`src/rtl/scpp_pkg.sv`:
```
package scpp_pkg;

	localparam logic [31:0] SCPP_KEY_FIRST    = 32'h83e7_0b13;
	localparam logic [31:0] SCPP_KEY_SECOND   = 32'h95a4_f1e0;

	// Word offsets in bytes.
	localparam logic [7:0]  SCPP_OFS_KEY0     = 8'h38;
	localparam logic [7:0]  SCPP_OFS_KEY1     = 8'h3c;
	localparam logic [7:0]  SCPP_OFS_PRI0     = 8'h10;
	localparam logic [7:0]  SCPP_OFS_PRI1     = 8'h14;
	localparam logic [7:0]  SCPP_OFS_PRI2     = 8'h18;
	localparam logic [7:0]  SCPP_OFS_CHIP2    = 8'h20;
	localparam logic [7:0]  SCPP_OFS_PUPD     = 8'h24;
	localparam logic [7:0]  SCPP_OFS_RXACT    = 8'h28;
	localparam logic [7:0]  SCPP_OFS_STATUS   = 8'h2c;

	localparam int          SCPP_BIT_PHY_PD   = 0;
	localparam int          SCPP_BIT_OTG_PD   = 1;

	// Eight 4-bit priority fields per word, only the low three bits used.
	localparam int          SCPP_PRI_W        = 3;
	localparam int          SCPP_NUM_MASTERS  = 24;
	localparam logic [31:0] SCPP_PRI0_RESET   = 32'h0000_0022;
	localparam logic [31:0] SCPP_PRI1_RESET   = 32'h0044_4000;
	localparam logic [31:0] SCPP_PRI2_RESET   = 32'h0000_6544;
	localparam logic [31:0] SCPP_CHIP2_RESET  = 32'h0000_0000;
	localparam logic [31:0] SCPP_PUPD_RESET   = 32'hffff_ffff;
	localparam logic [31:0] SCPP_RXACT_RESET  = 32'hffff_ffff;

	localparam logic [3:0]  SCPP_REV_NO_KEYS  = 4'h2;

	typedef enum logic [1:0] {
		SCPP_LOCKED  = 2'b00,
		SCPP_HALF    = 2'b01,
		SCPP_OPEN    = 2'b11
	} scpp_lock_t;

endpackage

```
`src/rtl/scpp_arbiter.sv`:
```
`timescale 1ns/1ps
module scpp_arbiter #(
	parameter int NUM = 24,
	parameter int PW  = 3,
	parameter int IDW = 8
) (
	input  wire logic                 clk_i,
	input  wire logic                 rst_i,
	input  wire logic [NUM-1:0]       req_i,
	input  wire logic [NUM*IDW-1:0]   id_i,
	input  wire logic [NUM*PW-1:0]    pri_i,
	output logic      [NUM-1:0]       grant_o,
	output logic      [IDW-1:0]       grant_id_o
);

	logic [NUM-1:0] next_grant;
	logic [IDW-1:0] next_id;

	// Lowest value wins, ties go to the lower port index.
	always_comb
	begin
		logic [PW-1:0] best;
		logic          found;
		best       = '1;
		found      = 1'b0;
		next_grant = '0;
		next_id    = '0;
		for (int i = 0; i < NUM; i++)
		begin
			if (req_i[i] && (!found || pri_i[i*PW +: PW] < best))
			begin
				best       = pri_i[i*PW +: PW];
				found      = 1'b1;
				next_grant = '0;
				next_grant[i] = 1'b1;
				next_id    = id_i[i*IDW +: IDW];
			end
		end
	end

	always_ff @(posedge clk_i)
	begin
		if (rst_i)
		begin
			grant_o    <= '0;
			grant_id_o <= '0;
		end
		else
		begin
			grant_o    <= next_grant;
			grant_id_o <= next_id;
		end
	end

endmodule

```
`src/rtl/scpp_top.sv`:
```
`timescale 1ns/1ps
module scpp_top #(
	parameter logic [3:0] SILICON_REV = 4'h1,
	parameter int         NUM         = scpp_pkg::SCPP_NUM_MASTERS,
	parameter int         IDW         = 8
) (
	input  wire logic                 clk_i,
	input  wire logic                 rst_i,
	// Classic Wishbone slave.
	input  wire logic                 wb_cyc_i,
	input  wire logic                 wb_stb_i,
	input  wire logic                 wb_we_i,
	input  wire logic [7:0]           wb_adr_i,
	input  wire logic [3:0]           wb_sel_i,
	input  wire logic [31:0]          wb_dat_i,
	input  wire logic                 wb_priv_i,
	output logic      [31:0]          wb_dat_o,
	output logic                      wb_ack_o,
	// Fabric requests.
	input  wire logic [NUM-1:0]       fab_req_i,
	input  wire logic [NUM*IDW-1:0]   fab_id_i,
	output logic      [NUM-1:0]       fab_grant_o,
	output logic      [IDW-1:0]       fab_grant_id_o,
	output logic      [NUM*3-1:0]     master_priority_o,
	// Power controls.
	output logic                      usb_phy_power_down_o,
	output logic                      usb_otg_power_down_o,
	output logic      [31:0]          input_receiver_enable_o,
	output logic      [31:0]          pull_resistor_enable_o,
	output logic                      unlocked_o
);

	//----------------------------------------
	// Register storage
	//----------------------------------------
	logic [31:0]          pri0;
	logic [31:0]          pri1;
	logic [31:0]          pri2;
	logic [31:0]          chip2;
	logic [31:0]          pupd;
	logic [31:0]          rxact;
	scpp_pkg::scpp_lock_t lock_state;
	logic                 keys_off;
	logic                 req;
	logic                 wr_ok;
	logic                 unlocked;
	logic [31:0]          rd_val;
	logic                 mapped;

	assign keys_off = (SILICON_REV >= scpp_pkg::SCPP_REV_NO_KEYS);
	assign unlocked = keys_off || (lock_state == scpp_pkg::SCPP_OPEN);
	assign req      = wb_cyc_i && wb_stb_i && !wb_ack_o;

	function automatic logic [31:0] sel_merge(input logic [31:0] old_v,
						   input logic [31:0] new_v,
						   input logic [3:0]  sel);
		logic [31:0] r;
		r = old_v;
		for (int b = 0; b < 4; b++)
		begin
			if (sel[b])
				r[b*8 +: 8] = new_v[b*8 +: 8];
		end
		return r;
	endfunction

	function automatic logic hit(input logic [7:0] a, input logic [7:0] ofs);
		return a == ofs;
	endfunction

	assign wr_ok = req && wb_we_i && wb_priv_i && unlocked;

	//----------------------------------------
	// Bus handshake
	//----------------------------------------
	// One wait state: ack in the cycle after the strobe is seen.
	always_ff @(posedge clk_i)
	begin
		if (rst_i)
			wb_ack_o <= 1'b0;
		else
			wb_ack_o <= req;
	end

	//----------------------------------------
	// Key sequence
	//----------------------------------------
	always_ff @(posedge clk_i)
	begin
		if (rst_i)
			lock_state <= scpp_pkg::SCPP_LOCKED;
		else if (req && wb_we_i && wb_priv_i && !keys_off)
		begin
			if (hit(wb_adr_i, scpp_pkg::SCPP_OFS_KEY0))
			begin
				if (wb_dat_i == scpp_pkg::SCPP_KEY_FIRST)
				begin
					if (lock_state != scpp_pkg::SCPP_OPEN)
						lock_state <= scpp_pkg::SCPP_HALF;
				end
				else
					lock_state <= scpp_pkg::SCPP_LOCKED;
			end
			else if (hit(wb_adr_i, scpp_pkg::SCPP_OFS_KEY1))
			begin
				if (wb_dat_i != scpp_pkg::SCPP_KEY_SECOND)
					lock_state <= scpp_pkg::SCPP_LOCKED;
				else if (lock_state == scpp_pkg::SCPP_HALF)
					lock_state <= scpp_pkg::SCPP_OPEN;
			end
		end
	end

	//----------------------------------------
	// Configuration registers
	//----------------------------------------
	always_ff @(posedge clk_i)
	begin
		if (rst_i)
		begin
			pri0 <= scpp_pkg::SCPP_PRI0_RESET;
			pri1 <= scpp_pkg::SCPP_PRI1_RESET;
			pri2 <= scpp_pkg::SCPP_PRI2_RESET;
		end
		else if (wr_ok)
		begin
			if (hit(wb_adr_i, scpp_pkg::SCPP_OFS_PRI0))
				pri0 <= sel_merge(pri0, wb_dat_i, wb_sel_i);
			if (hit(wb_adr_i, scpp_pkg::SCPP_OFS_PRI1))
				pri1 <= sel_merge(pri1, wb_dat_i, wb_sel_i);
			if (hit(wb_adr_i, scpp_pkg::SCPP_OFS_PRI2))
				pri2 <= sel_merge(pri2, wb_dat_i, wb_sel_i);
		end
	end

	always_ff @(posedge clk_i)
	begin
		if (rst_i)
			chip2 <= scpp_pkg::SCPP_CHIP2_RESET;
		else if (wr_ok && hit(wb_adr_i, scpp_pkg::SCPP_OFS_CHIP2))
			chip2 <= sel_merge(chip2, wb_dat_i, wb_sel_i) & 32'h0000_0003;
	end

	always_ff @(posedge clk_i)
	begin
		if (rst_i)
		begin
			pupd  <= scpp_pkg::SCPP_PUPD_RESET;
			rxact <= scpp_pkg::SCPP_RXACT_RESET;
		end
		else if (wr_ok)
		begin
			if (hit(wb_adr_i, scpp_pkg::SCPP_OFS_PUPD))
				pupd <= sel_merge(pupd, wb_dat_i, wb_sel_i);
			if (hit(wb_adr_i, scpp_pkg::SCPP_OFS_RXACT))
				rxact <= sel_merge(rxact, wb_dat_i, wb_sel_i);
		end
	end

	//----------------------------------------
	// Read path
	//----------------------------------------
	always_comb
	begin
		mapped = 1'b1;
		unique case (wb_adr_i)
			scpp_pkg::SCPP_OFS_PRI0:   rd_val = pri0;
			scpp_pkg::SCPP_OFS_PRI1:   rd_val = pri1;
			scpp_pkg::SCPP_OFS_PRI2:   rd_val = pri2;
			scpp_pkg::SCPP_OFS_CHIP2:  rd_val = chip2;
			scpp_pkg::SCPP_OFS_PUPD:   rd_val = pupd;
			scpp_pkg::SCPP_OFS_RXACT:  rd_val = rxact;
			scpp_pkg::SCPP_OFS_STATUS: rd_val = {31'h0, unlocked};
			default:
			begin
				rd_val = 32'h0;
				mapped = 1'b0;
			end
		endcase
	end

	always_ff @(posedge clk_i)
	begin
		if (rst_i)
			wb_dat_o <= 32'h0;
		else if (req && !wb_we_i && wb_priv_i && mapped)
			wb_dat_o <= rd_val;
		else
			wb_dat_o <= 32'h0;
	end

	//----------------------------------------
	// Outputs to fabric and pads
	//----------------------------------------
	generate
		for (genvar m = 0; m < NUM; m++)
		begin : g_pri
			localparam logic [31:0] RST_WORD = (m < 8) ? scpp_pkg::SCPP_PRI0_RESET :
							   (m < 16) ? scpp_pkg::SCPP_PRI1_RESET :
							   scpp_pkg::SCPP_PRI2_RESET;
			logic [31:0] word;
			assign word = (m < 8) ? pri0 : (m < 16) ? pri1 : pri2;
			// Reset to the field's default so the fabric sees the register reset levels, zero for masters 2-10, 14-15 and 20-23.
			always_ff @(posedge clk_i)
			begin
				if (rst_i)
					master_priority_o[m*3 +: 3] <= RST_WORD[(m%8)*4 +: 3];
				else
					master_priority_o[m*3 +: 3] <= word[(m%8)*4 +: 3];
			end
		end
	endgenerate

	always_ff @(posedge clk_i)
	begin
		if (rst_i)
		begin
			usb_phy_power_down_o    <= 1'b0;
			usb_otg_power_down_o    <= 1'b0;
			input_receiver_enable_o <= scpp_pkg::SCPP_RXACT_RESET;
			pull_resistor_enable_o  <= scpp_pkg::SCPP_PUPD_RESET;
			unlocked_o              <= 1'b0;
		end
		else
		begin
			usb_phy_power_down_o    <= chip2[scpp_pkg::SCPP_BIT_PHY_PD];
			usb_otg_power_down_o    <= chip2[scpp_pkg::SCPP_BIT_OTG_PD];
			input_receiver_enable_o <= rxact;
			pull_resistor_enable_o  <= pupd;
			unlocked_o              <= unlocked;
		end
	end

	scpp_arbiter #(
		.NUM (NUM),
		.PW  (3),
		.IDW (IDW)
	) u_arb (
		.clk_i      (clk_i),
		.rst_i      (rst_i),
		.req_i      (fab_req_i),
		.id_i       (fab_id_i),
		.pri_i      (master_priority_o),
		.grant_o    (fab_grant_o),
		.grant_id_o (fab_grant_id_o)
	);

endmodule

```
`config.mk`:
```
export PLATFORM = sky130hd
export DESIGN_NAME = scpp_top
export DESIGN_NICKNAME = d
export VERILOG_FILES = /design/src/rtl/scpp_pkg.sv /design/src/rtl/scpp_arbiter.sv /design/src/rtl/scpp_top.sv
export SDC_FILE = /design/constraint.sdc
export NUM_CORES = 1
export LEC_CHECK = 0
export BUFFER_PORTS_ARGS = -buffer_cell sky130_fd_sc_hd__clkbuf_2
export CORE_MARGIN = 1.5
export CORE_UTILIZATION = 55
export CTS_BUF_LIST = sky130_fd_sc_hd__clkbuf_4 sky130_fd_sc_hd__clkbuf_8
export DETAILED_ROUTE_END_ITERATION = 8
export GPL_TIMING_DRIVEN = 1
export PLACE_DENSITY = 0.87
export SLEW_MARGIN = 5
export SYNTH_ARGS = -nofsm -noshare
export SYNTH_HDL_FRONTEND = slang
export SYNTH_HIERARCHICAL = 1
export SYNTH_SLANG_ARGS = --single-unit
```
`constraint.sdc`:
```
create_clock -name clk_i -period 39.1 [get_ports clk_i]
set_input_delay 1.955 -clock clk_i [delete_from_list [all_inputs] [get_ports clk_i]]
set_output_delay 1.955 -clock clk_i [all_outputs]
set_load 0.005 [all_outputs]
```
======== After elaboration in Yosys (flattened, before gate mapping) ========
Index checks and enable logic that the tools add are counted.
word-level totals
  register bits ........................... 368
  output and inout bits ................... 204
  logic and storage cells ................. 348
operators by class
  order comparisons ....................... 23
  equality and inequality tests ........... 15
  multiplexer cells ....................... 102
  bitwise logic cells ..................... 1
  reductions and logical operators ........ 129
operators by type and width
  kind                                                 number
  two-way mux 24 bit                                   23
  one-hot mux 32 bit (7 select lines)                  1
  two-way mux 8 bit                                    24
  < comparator 3 bit                                   23
  two-way mux 3 bit                                    23
  AND reduction 3 bit                                  20
  equality test 8 x 6 -> 1 bit, second input constant  6
  equality test 32 bit, second input constant          1
  logical AND 1 bit                                    32
  != test 32 bit, second input constant                1
  zero test 1 bit                                      25
  two-way mux 1 bit                                    25
  equality test 8 x 5 -> 1 bit, second input constant  3
  OR reduction 24 bit                                  1
  logical OR 1 bit                                     23
  OR reduction 23 bit                                  1
  OR reduction 22 bit                                  1
  OR reduction 21 bit                                  1
  OR reduction 20 bit                                  1
  OR reduction 19 bit                                  1
  OR reduction 18 bit                                  1
  OR reduction 17 bit                                  1
  OR reduction 16 bit                                  1
  OR reduction 15 bit                                  1
  23 further kinds                                     30

======== Logic depth before layout (Yosys ltp) ========
  depth in word-level cells ............... 93
  mapped depth ............................ 181
  mapped depth without buffers ............ 174

======== Hierarchy ========
Netlist, hierarchy kept.
modules (own cells, without submodules)
  module        times used  cells each  area each (um^2)  sequential area each (um^2)
  scpp_top      1           1,047       11,827.6          6,726.5
  scpp_arbiter  1           999         6,502.5           640.6

======== Worst setup path before layout ========
No wires, ideal clock.
  path kind ............................... input -> register
  start ................................... input port fab_req_i[1]
  end ..................................... register u_arb.grant_o[3]
  setup time .............................. 92 ps
  arrival time ............................ 31,409 ps
  setup slack ............................. 7,599 ps
  stages on the path ...................... 170
  path buffers ............................ 11
  cell sequence ........................... clkbuf_1 > a2bb2oi_1 > inv_1 > ha_1 > nand2b_1 > a41oi_1 > a21bo_2 > and2_1 > nor2_1 > clkbuf_1 > nand2_1 > o21ai_0 > inv_1 > ha_1 > nand2_1 > a221oi_1 > a31oi_1 > nand2_1 > [... 134 more ...] > mux2i_1 > ha_1 > a21oi_1 > nor2_1 > nor3b_1 > a31oi_2 > buf_4 > mux2_2 > ha_1 > a21o_1 > nand2_1 > nand3b_1 > o21ai_0 > nor2_1 > or4b_1 > a21oi_2 > nand4_2 > nor4_1
on the way
  word-level cells in the longest chain between the ends .. 90
RTL lines
  what                                                    RTL line            RTL
  start: declaration                                      scpp_top.sv:20      input wire logic [NUM-1:0] fab_req_i,
  logical AND 1 bit (*)                                   scpp_arbiter.sv:30  if (req_i[i] && (!found || pri_i[i*PW +: PW] < best))
  two-way mux 3 bit or two-way mux 1 bit (tied branches)  scpp_arbiter.sv:30
  < comparator 3 bit or zero test 1 bit (tied branches)   scpp_arbiter.sv:30
  logical OR 1 bit                                        scpp_arbiter.sv:30
  logical AND 1 bit                                       scpp_arbiter.sv:30
  two-way mux 3 bit or two-way mux 1 bit (tied branches)  scpp_arbiter.sv:30
  < comparator 3 bit or zero test 1 bit (tied branches)   scpp_arbiter.sv:30
  logical OR 1 bit                                        scpp_arbiter.sv:30
  [... 74 more ...]                                       --
  < comparator 3 bit or zero test 1 bit (tied branches)   scpp_arbiter.sv:30
  logical OR 1 bit                                        scpp_arbiter.sv:30
  logical AND 1 bit                                       scpp_arbiter.sv:30
  two-way mux 3 bit or two-way mux 1 bit (tied branches)  scpp_arbiter.sv:30
  < comparator 3 bit or zero test 1 bit (tied branches)   scpp_arbiter.sv:30
  logical OR 1 bit                                        scpp_arbiter.sv:30
  logical AND 1 bit                                       scpp_arbiter.sv:30
  OR reduction 21 bit (no line)                           --
  end signal: assignment                                  scpp_arbiter.sv:50  grant_o <= next_grant;
  end: declaration                                        scpp_arbiter.sv:12  output logic [NUM-1:0] grant_o,
Mark *: on every way between the ends. The rest lies on a longest branch, timed or not.
A chain may end at the register's enable or synchronous reset.

======== Final worst setup path ========
  start ................................... input port fab_req_i[0]
  end ..................................... register u_arb.grant_o[5]
on the way
  word-level cells in the longest chain between the ends .. 93
RTL lines
  what                                                    RTL line
  two-way mux 3 bit or two-way mux 1 bit (tied branches)  scpp_arbiter.sv:30
  < comparator 3 bit or zero test 1 bit (tied branches)   scpp_arbiter.sv:30
  logical OR 1 bit                                        scpp_arbiter.sv:30
  logical AND 1 bit                                       scpp_arbiter.sv:30
  two-way mux 3 bit or two-way mux 1 bit (tied branches)  scpp_arbiter.sv:30
  < comparator 3 bit or zero test 1 bit (tied branches)   scpp_arbiter.sv:30
  logical OR 1 bit                                        scpp_arbiter.sv:30
  logical AND 1 bit                                       scpp_arbiter.sv:30
  [... 77 more ...]                                       --
  < comparator 3 bit or zero test 1 bit (tied branches)   scpp_arbiter.sv:30
  logical OR 1 bit                                        scpp_arbiter.sv:30
  logical AND 1 bit                                       scpp_arbiter.sv:30
  two-way mux 3 bit or two-way mux 1 bit (tied branches)  scpp_arbiter.sv:30
  < comparator 3 bit or zero test 1 bit (tied branches)   scpp_arbiter.sv:30
  logical OR 1 bit                                        scpp_arbiter.sv:30
  logical AND 1 bit                                       scpp_arbiter.sv:30
  OR reduction 19 bit (no line)                           --
Parallel ways exist; a longest one is shown, timed or not.

==> results.yml <==
routing:
  wl_met3_um: 5210
  dr.pass1.iters: 7
  m1WireLength_um: 24000
  vias: 17900
  top_layer: "met4"
  ant_nets: 0
  routed_wl_um: 62200
  routedWlPerCell_um: 20.9
  vias_per_cell: 6.02
  drt_iter0_markers: 1868
  dr_wl_met2_um: 29400
  drc_errors: 0
global_route:
  grt_max_degree: 133
  grt_overflow: 0
  grt_pass1_wl_um: 92400
  grt_usage: 0.345
  antenna_found_initial: 5
  grt_pass1_vias: 16900
clocking:
  cts_buffers: 56
  postCtsHoldBufs: 0
  cts_sinks: 368
  clk_root_buffer_cell: "clkbuf_8"
  clock_latency_ns: 0.63
  path_clk_slew_ns: 0.07
  htreeDepth: 2
  clk_path_buf_depth: 3
  cts_resized: 0
  post-cts-setup-buffer-count: 0
  cts_tree: "built"
floorplan:
  rows: 66
  dieArea_mm2: 0.0344
  fp.dieW_um: 186
  die_h_um: 186
  core-area_mm2: 0.0327
  ios: 470
  initial_core_util: 0.561
timing:
  fmax_ghz: 0.0275
  hold_violations: 0
  max_slew_margin: 0.272
  setup_violations: 0
  finalCritPeriodShare: 0.931
  fin_ws_ns: 2.70
  worstMarginPinSlew_ns: 1.09
  slew_violations: 0
  fin_hold_ws_ns: 0.471
  skew_ns: 0.0440
  rsz0062_at_grt: "false"
  fin_tns_setup_ns: 0
  post-route-min-period_ns: 36.40
synth:
  ys_types: 115
  yosys_register_bits: 368
  seq_area_frac_synth: 0.402
  yosysWarnings: 6
  synth_area_per_cell_um2: 8.96
  ys_async_sr_fraction: 0
  syn-num-nets: 2336
  synthCells: 2046
  yosys_most_used_dff: "dfxtp_1"
  syn_area_mm2: 0.0183
  synth_edf_count: 0
place:
  dpl_cell_area_mm2: 0.0209
  dp_hpwl_um: 46300
  pre_cts_slack_ns: 0.0711
  place.gp.congestion: 0.959
  io_buffers: 469
power_and_ir_drop:
  peakVddDrop_mv: 0.0563
  p_leak_nw: 9.12
  powerDensity_mw_per_mm2: 58.6
final_layout:
  fill_cells: 2550
  syn2layout_area_growth_pct: 21.9
  final_core_util: 0.683
  fin_nets: 2767
  design_area_mm2: 0.0223
  drive_gt1_frac: 0.300
hold_path:
  min_to: "input_receiver_enable_o[30]"
  hp-class: "reg2reg"
  min_path_cells: 1
  hp-start: "rxact[30]"
critical_path:
  crit_required_ns: 39.60
  cp-end-kind: "flop"
  reg2reg_slack_ns: 3.84
  timing.rr.end: "u_arb/grant_o[5]"
  crit_arrival_ns: 36.90
  cp_max_fo: 25
  critPathLaunchType: "input pin"
  cp_common_cell: "ha_1"
  cp_slowest_stage_delay_ns: 0.52
  rr_worst_depth: 164
  reg2reg_from: "master_priority_o[0]"
  cp_slowest_cell: "o211ai_4"
  crit_type: "in2reg"
  startpoint: "fab_req_i[0]"
job:
  max_cap_violations: 0
outcome:
  outcome: "finished, final reports clean"
[synthesized netlist by cell type, types with 30 or more instances]
library cell / n / share of area
dfxtp_1: 368 / 0.40
nor2_1: 241 / 0.049
nor2b_1: 150 / 0.051
a21oi_1: 146 / 0.040
mux2i_1: 118 / 0.064
nand2_1: 105 / 0.022
a211o_1: 82 / 0.039
clkbuf_1: 81 / 0.017
or2_2: 80 / 0.027
o21ai_0: 63 / 0.017
a211oi_1: 47 / 0.019
inv_1: 47 / 0.0096
a222oi_1: 31 / 0.017
a22oi_1: 31 / 0.013
nor3_1: 30 / 0.0082
[cells by family (layout without fill, tap and decap cells)]
logic type | Yosys count | in the layout | share of synthesized area
flops | 368 | 368 | 0.402
mux | 132 | 132 | 0.0737
buf+inv | 160 | 638 | 0.0358
fa+ha+maj | 28 | 28 | 0.0186
simple gates | 792 | 792 | 0.243
other cells | 0 | 5 | 0
compound gates | 566 | 566 | 0.227
[registers in the layout, indices dropped and copies added, names as in the netlist, 8 cells and up]
| name | count |
|---|---|
| rxact | 32 |
| u_arb/grant_o | 24 |
| pupd | 32 |
| pull_resistor_enable_o | 32 |
| wb_dat_o | 32 |
| u_arb/grant_id_o | 8 |
| g_pri.word | 96 |
| master_priority_o | 72 |
| input_receiver_enable_o | 32 |
[critical path: cells and delay by family]
family,cells,cell delay (ns)
AND/OR/NAND/NOR,50,9.80
multiplexers,12,4.22
adder cells (fa/ha/maj),22,4.93
buffers and inverters,26,3.29
AO/OA/AOI/OAI,59,12.65
[through the flow]
step / instances / total power [W]
3_3_place_gp: 2861 / 0.000904
3_5_place_dp: 2861 / 0.000918
6_report: 2971 / 0.00131
5_1_grt: 2971 / 0.00139
2_1_floorplan: 2046 / 0.000801
4_1_cts: 2966 / 0.00129
[report_power, final]
group | leakage, nW | internal [W] | switching (W)
sequential | 2.97 | 0.000384 | 0.00000218
combinational | 5.43 | 0.000216 | 0.000330
clock | 0.720 | 0.000222 | 0.000156
total | 9.12 | 0.000821 | 0.000488
[layer usage]
layer | vias up | track usage
met5 | - | 0
met4 | 0 | 0.214
met3 | 203 | 0.0569
met2 | 1028 | 0.568
met1 | 8324 | 0.421
li1 | 8340 | -
[worst max path at each step]
stage | to | slack (ns) | depth (start not counted)
after global placement | u_arb/grant_o[4] | 1.73 | 165
after floorplan | u_arb/grant_o[3] | 7.60 | 170
after detailed placement | u_arb/grant_o[5] | 0.07 | 165
after CTS | u_arb/grant_o[5] | 0.61 | 165
final | u_arb/grant_o[5] | 2.70 | 169
after global routing | u_arb/grant_o[5] | 0.02 | 172
[layout by cell type (no fill, tap or decap), types with 75 or more instances in the layout]
master	n
clkbuf_2	468
nand2_1	104
or2_2	80
a21oi_1	145
a211o_1	82
nor2_1	238
nor2b_1	149
clkbuf_8	75
mux2i_1	117
dfxtp_1	368
[area by class of cell]
cell class | instances | area (um2) | area share
multi-input combinational | 1518 | 10400 | 0.464
sequential | 368 | 7370 | 0.330
timing repair buffer | 484 | 2470 | 0.111
clock buffer | 85 | 1100 | 0.0493
tap | 442 | 553 | 0.0248
clock inverter | 20 | 278 | 0.0124
inverter | 49 | 184 | 0.00823
antenna | 5 | 12.5 | 0.000560
(Power assumes the default switching activity.)
